===== src/hw/tension_framer_pkg.sv =====
// shared constants and types for the tension monitor message framer
package tension_framer_pkg;

    // ------------------------------------------------------------
    // configuration record offsets
    // ------------------------------------------------------------
    localparam logic [3:0] OFS_RESERVED_CFG  = 4'hc;
    localparam logic [3:0] OFS_STOP_FILTER   = 4'hd;
    localparam logic [3:0] OFS_RANGE_SELECT  = 4'he;
    localparam logic [3:0] OFS_CFG_CHECKSUM  = 4'hf;

    // ------------------------------------------------------------
    // power-on values
    // ------------------------------------------------------------
    localparam logic [7:0] RST_RESERVED_CFG  = 8'h00;
    localparam logic [7:0] RST_STOP_FILTER   = 8'h01;
    localparam logic [7:0] RST_RANGE_SELECT  = 8'h05;
    localparam logic [7:0] RST_CFG_CHECKSUM  = 8'hfb;
    localparam logic [7:0] RST_EVENT_BYTE    = 8'h00;

    // ------------------------------------------------------------
    // range select field and clamp
    // ------------------------------------------------------------
    localparam int         RANGE_SEL_LSB     = 0;
    localparam int         RANGE_SEL_W       = 5;
    localparam logic [4:0] RANGE_SEL_MAX     = 5'h0c;
    localparam int         RANGE_STEP_SHIFT  = 7;
    localparam int         RANGE_TOP_W       = 12;

    // ------------------------------------------------------------
    // first event byte layout
    // ------------------------------------------------------------
    localparam int TEN_HI_LSB      = 0;
    localparam int TEN_HI_W        = 4;
    localparam int BIT_BELOW_STOP  = 4;
    localparam int BIT_ABOVE_STOP  = 5;
    localparam int BIT_BELOW_IND   = 6;
    localparam int BIT_ABOVE_IND   = 7;
    localparam int TENSION_W       = 12;
    localparam int MSG_BYTES       = 3;

    // one seam result from the measuring side
    typedef struct packed {
        logic [TENSION_W-1:0] tension;
        logic                 below_stop;
        logic                 above_stop;
        logic                 below_ind;
        logic                 above_ind;
    } seam_result_s;

    // the three-byte runtime event message
    typedef struct packed {
        logic [7:0] flags_tension_high;
        logic [7:0] tension_low;
        logic [7:0] checksum;
    } event_msg_s;

endpackage


===== src/hw/tension_monitor_message_framer.sv =====
// record tail registers and runtime event message framing
`timescale 1ns/1ps

module tension_monitor_message_framer
    import tension_framer_pkg::*;
(
    // clock and reset
    input  wire logic                   ref_clk,
    input  wire logic                   resetn,
    // configuration record access from the serial side
    input  wire logic                   cfg_wr,
    input  wire logic                   cfg_rd,
    input  wire logic [3:0]             cfg_addr,
    input  wire logic [7:0]             cfg_wdata,
    output logic      [7:0]             cfg_rdata_q,
    output logic                        cfg_rvalid_q,
    // carry-free sum of record bytes 0 to 11
    input  wire logic [7:0]             head_sum,
    output logic                        cfg_sum_ok_q,
    output logic [7:0]                  cfg_sum_expect_q,
    // operating settings
    output logic [RANGE_TOP_W-1:0]      range_top_q,
    output logic [7:0]                  stop_filter_q,
    // seam results
    input  wire logic                   seam_done,
    input  wire seam_result_s           seam_result,
    output event_msg_s                  event_msg_q,
    // event byte stream to the serial side
    output logic [7:0]                  tx_data_q,
    output logic                        tx_valid_q,
    input  wire logic                   tx_ready
);

    // ------------------------------------------------------------
    // helpers
    // ------------------------------------------------------------

    // two's complement of an eight-bit sum; 256 wraps to zero
    function automatic logic [7:0] csum8(input logic [7:0] sum);
        csum8 = 8'(8'h00 - sum);
    endfunction

    // stop filter qualification: count of consecutive seams
    function automatic logic [7:0] seam_count(input logic [7:0] cnt, input logic hit);
        if (!hit) begin
            seam_count = 8'h00;
        end else if (cnt == 8'hff) begin
            seam_count = cnt;
        end else begin
            seam_count = 8'(cnt + 8'h01);
        end
    endfunction

    // ------------------------------------------------------------
    // configuration record tail
    // ------------------------------------------------------------
    logic [7:0] reserved_cfg_byte_q;
    logic [7:0] reserved_cfg_byte_d;
    logic [7:0] stop_filter_setting_q;
    logic [7:0] stop_filter_setting_d;
    logic [7:0] range_select_q;
    logic [7:0] range_select_d;
    logic [7:0] config_checksum_q;
    logic [7:0] config_checksum_d;

    always_comb begin
        reserved_cfg_byte_d   = reserved_cfg_byte_q;
        stop_filter_setting_d = stop_filter_setting_q;
        range_select_d        = range_select_q;
        config_checksum_d     = config_checksum_q;
        if (cfg_wr) begin
            case (cfg_addr)
                OFS_RESERVED_CFG: begin
                    reserved_cfg_byte_d = cfg_wdata;
                end
                OFS_STOP_FILTER: begin
                    stop_filter_setting_d = cfg_wdata;
                end
                OFS_RANGE_SELECT: begin
                    range_select_d = cfg_wdata;
                end
                OFS_CFG_CHECKSUM: begin
                    config_checksum_d = cfg_wdata;
                end
                default: begin
                    reserved_cfg_byte_d = reserved_cfg_byte_q;
                end
            endcase
        end
    end

    always_ff @(posedge ref_clk or negedge resetn) begin
        if (!resetn) begin
            reserved_cfg_byte_q   <= RST_RESERVED_CFG;
            stop_filter_setting_q <= RST_STOP_FILTER;
            range_select_q        <= RST_RANGE_SELECT;
            config_checksum_q     <= RST_CFG_CHECKSUM;
        end else begin
            reserved_cfg_byte_q   <= reserved_cfg_byte_d;
            stop_filter_setting_q <= stop_filter_setting_d;
            range_select_q        <= range_select_d;
            config_checksum_q     <= config_checksum_d;
        end
    end

    // ------------------------------------------------------------
    // read back, range clamp and record sum
    // ------------------------------------------------------------
    logic [7:0]             cfg_rdata_d;
    logic                   cfg_rvalid_d;
    logic [4:0]             range_eff;
    logic [RANGE_TOP_W-1:0] range_top_d;
    logic [7:0]             tail_sum;
    logic                   cfg_sum_ok_d;
    logic [7:0]             cfg_sum_expect_d;

    always_comb begin
        // reads return the value written, not the clamped one
        case (cfg_addr)
            OFS_RESERVED_CFG: cfg_rdata_d = reserved_cfg_byte_q;
            OFS_STOP_FILTER:  cfg_rdata_d = stop_filter_setting_q;
            OFS_RANGE_SELECT: cfg_rdata_d = range_select_q;
            OFS_CFG_CHECKSUM: cfg_rdata_d = config_checksum_q;
            default:          cfg_rdata_d = 8'h00;
        endcase
        if (!cfg_rd) begin
            cfg_rdata_d = cfg_rdata_q;
        end
        cfg_rvalid_d = cfg_rd;

        range_eff = range_select_q[RANGE_SEL_LSB +: RANGE_SEL_W];
        if (range_eff > RANGE_SEL_MAX) begin
            range_eff = RANGE_SEL_MAX;
        end
        range_top_d = RANGE_TOP_W'(range_eff) << RANGE_STEP_SHIFT;

        tail_sum = 8'(head_sum + reserved_cfg_byte_q + stop_filter_setting_q + range_select_q);
        cfg_sum_expect_d = csum8(tail_sum);
        cfg_sum_ok_d     = (8'(tail_sum + config_checksum_q) == 8'h00);
    end

    always_ff @(posedge ref_clk or negedge resetn) begin
        if (!resetn) begin
            cfg_rdata_q      <= 8'h00;
            cfg_rvalid_q     <= 1'b0;
            range_top_q      <= '0;
            stop_filter_q    <= RST_STOP_FILTER;
            cfg_sum_ok_q     <= 1'b0;
            cfg_sum_expect_q <= 8'h00;
        end else begin
            cfg_rdata_q      <= cfg_rdata_d;
            cfg_rvalid_q     <= cfg_rvalid_d;
            range_top_q      <= range_top_d;
            stop_filter_q    <= stop_filter_setting_q;
            cfg_sum_ok_q     <= cfg_sum_ok_d;
            cfg_sum_expect_q <= cfg_sum_expect_d;
        end
    end

    // ------------------------------------------------------------
    // stop filter and event message build
    // ------------------------------------------------------------
    logic [7:0] below_cnt_q;
    logic [7:0] below_cnt_d;
    logic [7:0] above_cnt_q;
    logic [7:0] above_cnt_d;
    event_msg_s event_msg_d;
    logic       below_stop_ok;
    logic       above_stop_ok;
    logic [7:0] byte_one;
    logic [7:0] byte_two;

    always_comb begin
        below_cnt_d = below_cnt_q;
        above_cnt_d = above_cnt_q;
        event_msg_d = event_msg_q;
        below_stop_ok = 1'b0;
        above_stop_ok = 1'b0;
        byte_one = 8'h00;
        byte_two = 8'h00;
        if (seam_done) begin
            below_cnt_d = seam_count(below_cnt_q, seam_result.below_stop);
            above_cnt_d = seam_count(above_cnt_q, seam_result.above_stop);
            // stop flag only after enough consecutive seams; zero disables
            below_stop_ok = (stop_filter_setting_q != 8'h00) &&
                            (below_cnt_d >= stop_filter_setting_q);
            above_stop_ok = (stop_filter_setting_q != 8'h00) &&
                            (above_cnt_d >= stop_filter_setting_q);
            byte_one[TEN_HI_LSB +: TEN_HI_W] = seam_result.tension[TENSION_W-1 -: TEN_HI_W];
            byte_one[BIT_BELOW_STOP] = below_stop_ok;
            byte_one[BIT_ABOVE_STOP] = above_stop_ok;
            byte_one[BIT_BELOW_IND]  = seam_result.below_ind;
            byte_one[BIT_ABOVE_IND]  = seam_result.above_ind;
            byte_two = seam_result.tension[7:0];
            event_msg_d.flags_tension_high = byte_one;
            event_msg_d.tension_low        = byte_two;
            event_msg_d.checksum           = csum8(8'(byte_one + byte_two));
        end
    end

    always_ff @(posedge ref_clk or negedge resetn) begin
        if (!resetn) begin
            below_cnt_q <= 8'h00;
            above_cnt_q <= 8'h00;
            event_msg_q <= {RST_EVENT_BYTE, RST_EVENT_BYTE, RST_EVENT_BYTE};
        end else begin
            below_cnt_q <= below_cnt_d;
            above_cnt_q <= above_cnt_d;
            event_msg_q <= event_msg_d;
        end
    end

    // ------------------------------------------------------------
    // byte transmitter
    // ------------------------------------------------------------
    typedef enum logic [1:0] {
        TX_IDLE,
        TX_LOAD,
        TX_SEND
    } tx_state_e;

    tx_state_e  tx_state_q;
    tx_state_e  tx_state_d;
    event_msg_s tx_frame_q;
    event_msg_s tx_frame_d;
    logic [1:0] tx_idx_q;
    logic [1:0] tx_idx_d;
    logic [7:0] tx_data_d;
    logic       tx_valid_d;
    logic       pend_q;
    logic       pend_d;

    always_comb begin
        tx_state_d = tx_state_q;
        tx_frame_d = tx_frame_q;
        tx_idx_d   = tx_idx_q;
        tx_data_d  = tx_data_q;
        tx_valid_d = tx_valid_q;
        // a seam during a frame is remembered; newest message wins
        pend_d     = pend_q | seam_done;
        case (tx_state_q)
            TX_IDLE: begin
                if (pend_q) begin
                    tx_state_d = TX_LOAD;
                end
            end
            TX_LOAD: begin
                pend_d     = seam_done;
                tx_frame_d = event_msg_q;
                tx_idx_d   = 2'd0;
                tx_data_d  = event_msg_q.flags_tension_high;
                tx_valid_d = 1'b1;
                tx_state_d = TX_SEND;
            end
            TX_SEND: begin
                if (tx_ready) begin
                    if (tx_idx_q == 2'(MSG_BYTES - 1)) begin
                        tx_valid_d = 1'b0;
                        tx_state_d = TX_IDLE;
                    end else begin
                        tx_idx_d = 2'(tx_idx_q + 2'd1);
                        if (tx_idx_q == 2'd0) begin
                            tx_data_d = tx_frame_q.tension_low;
                        end else begin
                            tx_data_d = tx_frame_q.checksum;
                        end
                    end
                end
            end
            default: begin
                tx_state_d = TX_IDLE;
                tx_valid_d = 1'b0;
            end
        endcase
    end

    always_ff @(posedge ref_clk or negedge resetn) begin
        if (!resetn) begin
            tx_state_q <= TX_IDLE;
            tx_frame_q <= '0;
            tx_idx_q   <= 2'd0;
            tx_data_q  <= 8'h00;
            tx_valid_q <= 1'b0;
            pend_q     <= 1'b0;
        end else begin
            tx_state_q <= tx_state_d;
            tx_frame_q <= tx_frame_d;
            tx_idx_q   <= tx_idx_d;
            tx_data_q  <= tx_data_d;
            tx_valid_q <= tx_valid_d;
            pend_q     <= pend_d;
        end
    end

endmodule

===== config.mk =====
export PLATFORM = sky130hd
export DESIGN_NAME = tension_monitor_message_framer
export DESIGN_NICKNAME = d
export VERILOG_FILES = /design/src/hw/tension_framer_pkg.sv /design/src/hw/tension_monitor_message_framer.sv
export SDC_FILE = /design/constraint.sdc
export NUM_CORES = 1
export LEC_CHECK = 0
export BUFFER_PORTS_ARGS = -buffer_cell sky130_fd_sc_hd__buf_2
export CAP_MARGIN = 40
export CORE_ASPECT_RATIO = 0.9
export CORE_MARGIN = 1.5
export CORE_UTILIZATION = 45
export CTS_CLUSTER_SIZE = 10
export DETAILED_ROUTE_END_ITERATION = 6
export PLACE_DENSITY_LB_ADDON = 0.08
export REMOVE_ABC_BUFFERS = 1
export SYNTH_ARGS = -nofsm -noshare
export SYNTH_HDL_FRONTEND = slang
export SYNTH_SLANG_ARGS = --single-unit

===== constraint.sdc =====
create_clock -name ref_clk -period 9.05 [get_ports ref_clk]
set_input_delay 1.3575 -clock ref_clk [delete_from_list [all_inputs] [get_ports ref_clk]]
set_output_delay 1.3575 -clock ref_clk [all_outputs]
set_load 0.005 [all_outputs]

# Word level (Yosys, flattened, before mapping)
# Cells that the tools add are included.
dict set report word_totals {
  reg_bits 133
  in_bits 42
  output_inout_bits 71
  elab_cells 87
}
dict set report classes {
  addsub 10
  magnitude_cmp 3
  n_eq_ne 13
  n_mux 23
  bitwise 2
  n_reduce_logical 14
}
# cell n
set ops {}
lappend ops {{$mux 8} 9}
lappend ops {{$add 8x8->8} 5}
lappend ops {{$pmux 8 s4} 1}
lappend ops {{$add 8x1->8 const B} 2}
lappend ops {{$eq 4x4->1 const B} 4}
lappend ops {{$eq 8x8->1 const B} 2}
lappend ops {{$ge 8x8->1} 2}
lappend ops {{$pmux 8 s2} 1}
lappend ops {{$sub 1x8->8 const A} 2}
lappend ops {{$mux 2} 5}
lappend ops {{$reduce_and 3->1} 3}
lappend ops {{$logic_not 8->1} 1}
lappend ops {{$ne 2x2->1 const B} 4}
lappend ops {{$reduce_and 2->1} 4}
lappend ops {{$reduce_bool 8->1} 1}
lappend ops {{$pmux 2 s3} 1}
lappend ops {{$gt 5x4->1 const B} 1}
lappend ops {{$mux 5} 1}
lappend ops {{$eq 2x2->1 const B} 2}
lappend ops {{$logic_not 2->1} 2}
lappend ops {{$pmux 2 s2} 1}
lappend ops {{$mux 1} 3}
lappend ops {{$pmux 1 s3} 1}
lappend ops {{$add 2x1->2 const B} 1}
lappend ops {{other kinds (5)} 6}

# Logic depth before layout (Yosys ltp)
# Gate-level depths: netlist of the first run.
dict set report logic_depth {
  word_depth 8
  mapped_depth 19
  depth_no_buf 19
}

# Worst setup path before layout of the first run
# OpenSTA, ideal clock, no wires.
dict set report synth_path {
  path_kind {input port to flip-flop}
  startpoint {input head_sum[1]}
  endpoint {register cfg_sum_ok_q}
  setup_ps 101
  t_arrival_ps 4610
  path_slack_ps 4339
  cell_stages 14
  cell_sequence {inv_1 -> fa_1 -> inv_1 -> fa_1 -> ha_1 -> fa_1 -> xor2_2 -> ha_1 -> a21o_1 -> a21oi_1 -> nand2_1 -> a211oi_1 -> xor2_1 -> nor4_1}
}
dict set report synth_between {
  elab_chain_len 5
}
# element line
set synth_rtl {}
lappend synth_rtl {{start: declaration} tension_monitor_message_framer.sv:18} ;# input wire logic [7:0] head_sum,
lappend synth_rtl {{$add 8x8->8 (3 in series)} tension_monitor_message_framer.sv:137} ;# tail_sum = 8'(head_sum + reserved_cfg_byte_q + stop_filter_setting_q + range_select_q);
lappend synth_rtl {{$add 8x8->8} tension_monitor_message_framer.sv:139} ;# cfg_sum_ok_d = (8'(tail_sum + config_checksum_q) == 8'h00);
lappend synth_rtl {{$logic_not 8->1} tension_monitor_message_framer.sv:139}
lappend synth_rtl {{via cfg_sum_ok_d} tension_monitor_message_framer.sv:114} ;# logic cfg_sum_ok_d;
lappend synth_rtl {{end signal: assignment} tension_monitor_message_framer.sv:155} ;# cfg_sum_ok_q <= cfg_sum_ok_d;
lappend synth_rtl {{end: declaration} tension_monitor_message_framer.sv:19} ;# output logic cfg_sum_ok_q,
# The timed path passes the listed nets, and every way through them passes these cells.
# A chain may end at the register's enable or synchronous reset.

# Final worst setup path of the first run
# Same ends and word-level chain as after synthesis.

==> flow_summary.ini, run 1 <==
[outcome]
status = complete, but fails checks
violations = design-rule violations

[route]
wl_um = 16700
drc = 5
vias_per_cell = 5.27
drtPass1Iterations = 7
vias = 5444
detail-route-antenna-nets = 0
first_iter_violations = 331
avgRoutedWirePerCell_um = 16.2

[power_and_ir_drop]
p_leak_nw = 4.29
finalPower_mw = 2.95
power_density_nw_per_um2 = 333
ir_drop_v = 0.000174
seq_power_share_pct = 29.7
p_comb_share_pct = 47.1
p_sw_share_pct = 38.0
switchingPower_mw = 1.12
p_int_mw = 1.83
power.share.clock_pct = 23.2

[sta]
setup_viol = 0
skew_ns = 0.00834
period_minus_slack_ns = 4.64
worst-slew-pin-transition_ns = 0.616
slew_viol_final = 0
relSlewSlack_pct = 58.9
timing.fmax_ghz = 0.215
finalHoldViolations = 0
holdWs_ns = 0.424
rsz0062_at_grt = false
post-route-period-util_pct = 51.3
finalSetupTns_ns = 0

[placement]
gp_congestion = 0.903
port_buffers = 105
dp_hpwl_um = 12600

[clocking]
cts_setup_buffers = 0
worstSkewPairLatency_ns = 0.42
cts_resized = 0
numCtsBuffers = 17
cts-root-buf = clkbuf_16
cts_hold_buffers = 0
htree_levels = 4
ctsLongestPathBuffers = 2
cts.sinks = 133
cts_tree = done
path_clk_slew_ns = 0.05

[yosys]
synth_common_cells = dfrtp_1, inv_1, nand2_1
synth-main-ff-cell = dfrtp_1
synthCells = 703
synth-seq-cells = 133
synth-edff-count = 0
netlist_area_um2 = 7500
yosysTopAreaCell = dfrtp_1
synth_area_per_cell_um2 = 10.7
yosysWarnings = 0
yosys-top-cells-area = dfrtp_1, ha_1, mux2_2
async_reset_ff_share_pct = 100
synth_top_area_share_pct = 40.7
yosysMostFrequentCell = dfrtp_1
yosysUniqueCellTypes = 60
seq_area_frac_synth_pct = 44.6

[global_routing]
grt_max_degree = 61
grt_pass1_wl_um = 27800
grt-ovfl-total = 0
antenna_found_initial = 0
grt_pass1_vias = 5307
grt_usage_pct = 20.4

[critical_path]
end_kind = flip-flop
arrival_ns = 4.96
cp.required_ns = 9.37
critPathKind = input port to flip-flop
crit_slowest_cell = fa_1
crit_path_frequent_cell = fa_1
cpPeakStageDelay_ns = 0.52
path_max_fanout = 4
cp-start-kind = input port
crit_chain = buf_2 -> inv_1 -> fa_1 -> inv_1 -> fa_1 -> ha_1 -> fa_1 -> xor2_2 -> ha_1 -> a21o_1 -> a21oi_1 -> nand2_1 -> a211oi_1 -> xor2_1 -> nor4_1

[floorplan]
die_h_um = 125
design.die.area_um2 = 17500
pin_count = 113
coreArea_um2 = 16200
fp.dieW_um = 139
rows = 44
start_util_pct = 46.2

[cells_and_area]
diodes = 0
register_area_um2 = 3340
multiInputGateArea_um2 = 3730
nFillCells = 1471
drive_gt1_share_pct = 24.5
area_delta_synth_final_pct = 18.0
fin_util_pct = 54.5
finalNetCount = 919

[flow_run]
cap_violations = 0

[hold_path]
hold_class = flip-flop to flip-flop
## through the flow
step / std cells / setup slack (ns) / cell area (µm²)
after floorplan: 681 / 4.34 / 7380
after CTS: 1033 / 4.40 / 8850
after detailed placement: 1001 / 3.96 / 8280
final: 1033 / 4.41 / 8850
after global placement: 997 / 4.09 / 8210
after global routing: 1033 / 4.09 / 8850
## worst paths after layout
path | slack [ns] | depth (start not counted) | endpoint | startpoint
max | 4.41 | 15 | cfg_sum_ok_q$_DFF_PN0_ | head_sum[1]
min | 0.42 | 0 | stop_filter_q[4]$_DFF_PN0_ | stop_filter_setting_q[4]$_DFFE_PN0P_
max reg2reg | 4.77 | 19 | event_msg_q[7]$_DFFE_PN0P_ | above_cnt_q[0]$_DFFE_PN0P_
min reg2reg | 0.42 | 0 | stop_filter_q[4]$_DFF_PN0_ | stop_filter_setting_q[4]$_DFFE_PN0P_
max in group asynchronous | 7.07 | 3 | event_msg_q[6]$_DFFE_PN0P_ | resetn
min in group asynchronous | 0.91 | 1 | range_top_q[7]$_DFF_PN0_ | resetn
## final cells by class
type                    count  area share [%]
clock buffers              21            4.98
clock inverters            11            1.54
inverters                  82            3.48
multi-input cells         466            42.2
flip-flops and latches    133            37.8
well taps                 207            2.93
repair buffers            113            7.14
## sequential cells by signal, indices dropped and copies added (netlist names)
register,flops
pend_q,1
cfg_sum_expect_q,8
tx_state_q,2
cfg_rdata_q,8
stop_filter_q,8
cfg_sum_ok_q,1
config_checksum_q,8
range_top_q,5
tx_valid_q,1
event_msg_q,24
stop_filter_setting_q,8
above_cnt_q,8
tx_data_q,8
range_select_q,8
tx_idx_q,2
tx_frame_q,16
reserved_cfg_byte_q,8
below_cnt_q,8
cfg_rvalid_q,1
## power groups by stage
stage / logic (mW) / clock network, mW / registers (mW)
4_1_cts: 1.39 / 0.697 / 0.878
3_3_place_gp: 1.33 / 0 / 0.879
3_5_place_dp: 1.38 / 0 / 0.888
5_1_grt: 1.55 / 0.729 / 0.899
6_report: 1.39 / 0.683 / 0.876
2_1_floorplan: 1.02 / 0 / 0.866
## kinds of logic (layout without fill, tap and decap cells)
| logic type | count (synthesis) | in the layout | synth area share (%) |
|---|---|---|---|
| simple gates | 155 | 155 | 9.86 |
| flops | 133 | 133 | 44.6 |
| compound gates | 131 | 131 | 10.8 |
| buf+inv | 111 | 227 | 6.00 |
| mux | 80 | 80 | 13.0 |
| fa+ha+maj | 64 | 64 | 12.3 |
| xor+xnor | 28 | 28 | 3.47 |
| other cells | 1 | 8 | 0.0500 |
## placed cells by master, fill, tap and decap left out, types with 7 or more instances in the layout
| cell | count |
|---|---|
| o21ai_1 | 11 |
| o21ai_0 | 36 |
| nor3_1 | 7 |
| nor2_1 | 30 |
| nand3_1 | 13 |
| conb_1 | 8 |
| xnor2_1 | 20 |
| dfrtp_1 | 122 |
| clkbuf_16 | 17 |
| a21o_1 | 14 |
| mux4_2 | 8 |
| dfstp_2 | 11 |
| a21oi_1 | 28 |
| mux2_2 | 35 |
| inv_1 | 82 |
| mux2_1 | 25 |
| o22ai_1 | 8 |
| nand2_1 | 66 |
| mux2i_1 | 12 |
| fa_1 | 16 |
| ha_1 | 48 |
| buf_2 | 104 |
## routing by layer
metal	wire length, µm	global-route usage [%]	part of all wire [%]
met5	0	0	0
met4	144	5.07	0.86
met3	854	4.90	5.1
met2	7300	29.7	44
met1	8450	30.5	50
## worst max-delay path, delay by kind of cell
| kind | cells | cell delay [ns] |
|---|---|---|
| fa+ha+maj | 5 | 2.01 |
| simple gates | 2 | 0.30 |
| compound gates | 3 | 0.68 |
| xor+xnor | 2 | 0.43 |
| buf+inv | 3 | 0.18 |
Note: power is estimated with default switching activity, not from simulation.
==> run 2: changes to the inputs <==
==> constraint.sdc (replaced) <==
create_clock -name ref_clk -period 4.35 [get_ports ref_clk]
set_input_delay 0.6525 -clock ref_clk [delete_from_list [all_inputs] [get_ports ref_clk]]
set_output_delay 0.6525 -clock ref_clk [all_outputs]
set_load 0.005 [all_outputs]
==> flow_summary.ini, run 2 (synthesis gave the netlist of run 1 again) <==
[floorplan]
pin_count = 113
coreArea_um2 = 16200
die_h_um = 125
fp.dieW_um = 139
design.die.area_um2 = 17500
start_util_pct = 46.2
rows = 44

[placement]
pre_cts_ws_ns = -0.0643
gp_congestion = 0.892
dp_hpwl_um = 12600
port_buffers = 105

[power_and_ir_drop]
finalPower_mw = 6.34
power_density_nw_per_um2 = 708
seq_power_share_pct = 28.8
p_sw_share_pct = 36.8
switchingPower_mw = 2.33
p_int_mw = 4.01
p_comb_share_pct = 46.0
p_leak_nw = 4.33
power.share.clock_pct = 25.2
ir_drop_v = 0.000394

[clocking]
cts-root-buf = clkbuf_16
numCtsBuffers = 17
cts_resized = 0
cts_tree = done
cts_setup_buffers = 0
cts_hold_buffers = 0
cts.sinks = 133
path_clk_slew_ns = 0.06
htree_levels = 4
ctsLongestPathBuffers = 2
worstSkewPairLatency_ns = 0.42

[cells_and_area]
fin_util_pct = 55.2
diodes = 0
finalNetCount = 922
layout_commonest_cell = dfrtp_1
max_flop_register = event_msg_q
drive_gt1_share_pct = 25.9
area_delta_synth_final_pct = 19.5
final_cell_mix = dfrtp_1, buf_2, inv_1, nand2_1, ha_1
largest_reg_flops = 24
reg.largest.list = event_msg_q (24), tx_frame_q (16)

[sta]
timing.fmax_ghz = 0.246
post-route-period-util_pct = 93.6
worst-slew-pin-transition_ns = 0.605
rsz0062_at_grt = true
fin_ws_ns = 0.279
setup_viol = 0
relSlewSlack_pct = 59.7
slew_viol_final = 0
period_minus_slack_ns = 4.07
skew_ns = 0.00863
finalHoldViolations = 0

[critical_path]
path_delay_family = adder cells
path_depth = 15
end_kind = flip-flop
rr_worst_depth = 15
crit_buf_inv = 2
crit_path_frequent_cell = fa_1
r2r-end = cfg_sum_ok_q$_DFF_PN0_
critPathKind = flip-flop to flip-flop
path_max_fanout = 6
worstReg2RegStart = stop_filter_setting_q[1]$_DFFE_PN0P_
cp.required_ns = 4.67
cp-start-kind = flip-flop
crit_chain = inv_1 -> fa_1 -> inv_1 -> fa_1 -> ha_1 -> fa_1 -> a211oi_1 -> o21a_1 -> ha_1 -> o21ai_0 -> nand3b_1 -> o21ai_0 -> a211oi_2 -> xor2_1 -> nor4_1
arrival_ns = 4.39
cpPeakStageDelay_ns = 0.46
r2r_slack_ns = 0.28
crit_slowest_cell = fa_1

[global_routing]
grt_max_degree = 82
grt_pass1_vias = 5407
grt-ovfl-total = 0
grt_pass1_wl_um = 27400
grt_usage_pct = 20.1
antenna_found_initial = 0

[route]
avgRoutedWirePerCell_um = 16.1
vias = 5436
vias_per_cell = 5.25
wl_um = 16700
first_iter_violations = 348
detail-route-antenna-nets = 0
drc = 5
drtPass1Iterations = 7

[outcome]
status = complete, but fails checks
violations = design-rule violations

[flow_run]
cap_violations = 0

[hold_path]
hold_class = input port to async pin
[run 2: cell count changes in the layout (fill, tap and decap cells not counted), moves of 2 or more]
cell / change
clkinv_2: -5
buf_4: +4
clkbuf_8: +4
ha_1: -3
ha_2: +3
bufinv_16: +2
inv_1: -2
inv_2: +2
[run 2: layer usage]
metal	part of all wire [%]	routed length, µm	track usage (%)	up-vias
li1	-	-	-	2637
met3	4.5	743	4.56	12
met1	51	8420	29.5	2664
met5	0	0	0	-
met2	44	7320	29.5	123
met4	1.1	190	6.45	0
[run 2: how the worst max path moves through the flow]
| stage | from | to |
|---|---|---|
| final | stop_filter_setting_q[1]$_DFFE_PN0P_ | cfg_sum_ok_q$_DFF_PN0_ |
| after global routing | below_cnt_q[3]$_DFFE_PN0P_ | event_msg_q[7]$_DFFE_PN0P_ |
| after CTS | below_cnt_q[1]$_DFFE_PN0P_ | event_msg_q[7]$_DFFE_PN0P_ |
| after detailed placement | head_sum[1] | cfg_sum_ok_q$_DFF_PN0_ |
| after global placement | head_sum[1] | cfg_sum_ok_q$_DFF_PN0_ |
| after floorplan | head_sum[1] | cfg_sum_ok_q$_DFF_PN0_ |
[run 2: stage by stage]
step           cells  setup TNS, ns  hold WS (ns)  cell area, µm²
2_1_floorplan    681              0         0.357            7380
3_3_place_gp    1002              0         0.401            8240
3_5_place_dp    1004        -0.0643         0.409            8280
4_1_cts         1036              0        0.0957            8940
5_1_grt         1036       -0.00107         0.103            8960
6_report        1036              0         0.105            8960
[run 2: final cells by class]
cell class / instances / area (µm²)
fillers: 1403 / 7280
multi-input cells: 466 / 3760
flip-flops and latches: 133 / 3340
repair buffers: 116 / 634
clock buffers: 24 / 492
inverters: 82 / 308
well taps: 207 / 259
clock inverters: 8 / 170
[run 2: power groups by stage]
stage / registers [mW] / clock network [mW] / logic (mW)
6_report: 1.82 / 1.60 / 2.92
5_1_grt: 1.87 / 1.70 / 3.27
4_1_cts: 1.82 / 1.64 / 2.90
3_5_place_dp: 1.84 / 0 / 2.88
3_3_place_gp: 1.82 / 0 / 2.79
2_1_floorplan: 1.80 / 0 / 2.11
==> run 3: changes to the inputs <==
--- a/config.mk
+++ b/config.mk
@@ -5,6 +5,7 @@
 export SDC_FILE = /design/constraint.sdc
 export NUM_CORES = 1
 export LEC_CHECK = 0
+export ABC_AREA = 1
 export BUFFER_PORTS_ARGS = -buffer_cell sky130_fd_sc_hd__buf_2
 export CAP_MARGIN = 40
 export CORE_ASPECT_RATIO = 0.9
@@ -14,6 +15,7 @@
 export DETAILED_ROUTE_END_ITERATION = 6
 export PLACE_DENSITY_LB_ADDON = 0.08
 export REMOVE_ABC_BUFFERS = 1
+export SKIP_CTS_REPAIR_TIMING = 1
 export SYNTH_ARGS = -nofsm -noshare
 export SYNTH_HDL_FRONTEND = slang
 export SYNTH_SLANG_ARGS = --single-unit
==> flow_summary.ini, run 3 <==
[floorplan]
pin_count = 113
rows = 44
coreArea_um2 = 16400
die_h_um = 126
fp.dieW_um = 140
design.die.area_um2 = 17700
start_util_pct = 46.5

[sta]
relSlewSlack_pct = 51.8
setup_viol = 0
post-route-period-util_pct = 91.1
holdWs_ns = 0.253
worst-slew-pin-transition_ns = 0.723
rsz0062_at_grt = false
skew_ns = 0.00939
finalSetupTns_ns = 0
timing.fmax_ghz = 0.252
slew_viol_final = 0
finalHoldViolations = 0
period_minus_slack_ns = 3.96

[power_and_ir_drop]
power_density_nw_per_um2 = 654
ir_drop_v = 0.000360
finalPower_mw = 5.81
p_leak_nw = 4.60

[yosys]
yosys-top-cells-area = dfrtp_1, nand2_1, ha_1
seq_area_frac_synth_pct = 43.9
synth-main-ff-cell = dfrtp_1
yosysTopAreaCell = dfrtp_1
synth-edff-count = 0
synth_common_cells = nand2_1, inv_1, dfrtp_1
async_reset_ff_share_pct = 100
synth_top_area_share_pct = 40.1
synth_area_per_cell_um2 = 8.78
yosysWarnings = 0
netlist_area_um2 = 7610
synth-seq-cells = 133
yosysMostFrequentCell = nand2_1
synthCells = 867
yosysUniqueCellTypes = 46

[critical_path]
arrival_ns = 4.32
r2r_slack_ns = 0.39
end_kind = flip-flop
r2r-end = cfg_sum_ok_q$_DFF_PN0_
critPathKind = flip-flop to flip-flop
crit_chain = inv_1 -> fa_1 -> inv_1 -> fa_1 -> ha_1 -> fa_1 -> nand3_1 -> nand3_1 -> xnor2_1 -> inv_1 -> ha_1 -> nand2_1 -> inv_1 -> nand4_1 -> o211ai_1 -> nor2_1 -> nor2_1 -> nand2_1 -> nor2_1 -> nand2_1 -> nor2_1
crit_slowest_cell = fa_1
path_max_fanout = 5
cp.required_ns = 4.70
worstReg2RegStart = stop_filter_setting_q[1]$_DFFE_PN0P_
cpPeakStageDelay_ns = 0.44
cp-start-kind = flip-flop
rr_worst_depth = 21

[route]
drtPass1Iterations = 5
detail-route-antenna-nets = 0
drc = 0
vias_per_cell = 5.00
wl_um = 18100
first_iter_violations = 246
avgRoutedWirePerCell_um = 15.1
vias = 5989

[cells_and_area]
finalNetCount = 1083
layout_commonest_cell = nand2_1
max_flop_register = event_msg_q
largest_reg_flops = 24
reg.largest.list = event_msg_q (24), tx_frame_q (16)
fin_area_um2 = 8890
nFillCells = 1562
instances_no_fill = 1197
area_delta_synth_final_pct = 16.9
final_cell_mix = nand2_1, inv_1, dfrtp_1, buf_2, o21ai_0
drive_gt1_share_pct = 22.0
diodes = 0

[global_routing]
grt_pass1_vias = 5690
grt_pass1_wl_um = 29800
grt_usage_pct = 21.9
grt-ovfl-total = 0
grt_max_degree = 77
antenna_found_initial = 0

[placement]
placed_cells = 1165
port_buffers = 105
dpl_cell_area_um2 = 8310
dp_hpwl_um = 13200
gp_congestion = 0.796

[clocking]
cts_tree = done
path_clk_slew_ns = 0.06
ctsLongestPathBuffers = 2
cts.sinks = 133
worstSkewPairLatency_ns = 0.42
htree_levels = 4
numCtsBuffers = 17
cts-root-buf = clkbuf_16

[outcome]
status = complete, no violations

[flow_run]
cap_violations = 0

[hold_path]
hold_class = input port to async pin
## run 3: logic make-up after synthesis
kind of cell	after synthesis	synth area share, %
other cells	1	0.0493
flops	133	43.9
xor+xnor	17	2.06
fa+ha+maj	64	12.1
compound gates	153	12.1
mux	8	1.18
buf+inv	159	8.67
simple gates	332	19.9
## run 3: how the worst max path moves through the flow
stage	start	slack, ns	to
after floorplan	head_sum[1]	0.51	cfg_sum_ok_q$_DFF_PN0_
after detailed placement	head_sum[1]	0.13	cfg_sum_ok_q$_DFF_PN0_
after CTS	stop_filter_setting_q[1]$_DFFE_PN0P_	0.40	cfg_sum_ok_q$_DFF_PN0_
after global routing	below_cnt_q[0]$_DFFE_PN0P_	0.05	event_msg_q[7]$_DFFE_PN0P_
final	stop_filter_setting_q[1]$_DFFE_PN0P_	0.39	cfg_sum_ok_q$_DFF_PN0_
after global placement	head_sum[1]	0.19	cfg_sum_ok_q$_DFF_PN0_
## run 3: report_power, final
part           internal (mW)  total (mW)  switching [mW]
logic                   1.01        2.58            1.57
clock network          0.876        1.43           0.552
registers               1.58        1.80           0.222
total                   3.47        5.81            2.35
## run 3: metrics by stage
step                utilization, %  setup slack (ns)
global route                  54.4            0.0463
finish                        54.4             0.387
detailed placement            50.8             0.131
floorplan                        -             0.505
CTS                           54.4             0.405
global placement              50.8             0.187
## run 3: layout make-up
type | count | area, µm² | share of cell area, %
clock buffers | 21 | 460 | 5.18
clock inverters | 11 | 126 | 1.42
inverters | 133 | 503 | 5.66
multi-input cells | 582 | 3630 | 40.9
flip-flops and latches | 133 | 3340 | 37.6
well taps | 207 | 259 | 2.91
repair buffers | 110 | 569 | 6.40
## run 3: worst max-delay path: cells and delay by family (launching register included)
kind	cells	cell delay, ns
DFF	1	0.42
and+or+nand+nor	10	0.75
adders and majority gates	5	1.93
AOI/OAI and AO/OA	1	0.11
buffers and inverters	4	0.43
xor gates and xnor gates	1	0.23
## run 3: metal layers
layer  part of all wire, %  routed length, µm  track usage, %
met4                  0.53                 96            4.21
met1                    51               9240            32.7
met3                   4.9                877            5.06
met5                     0                  0               0
met2                    43               7840            32.7
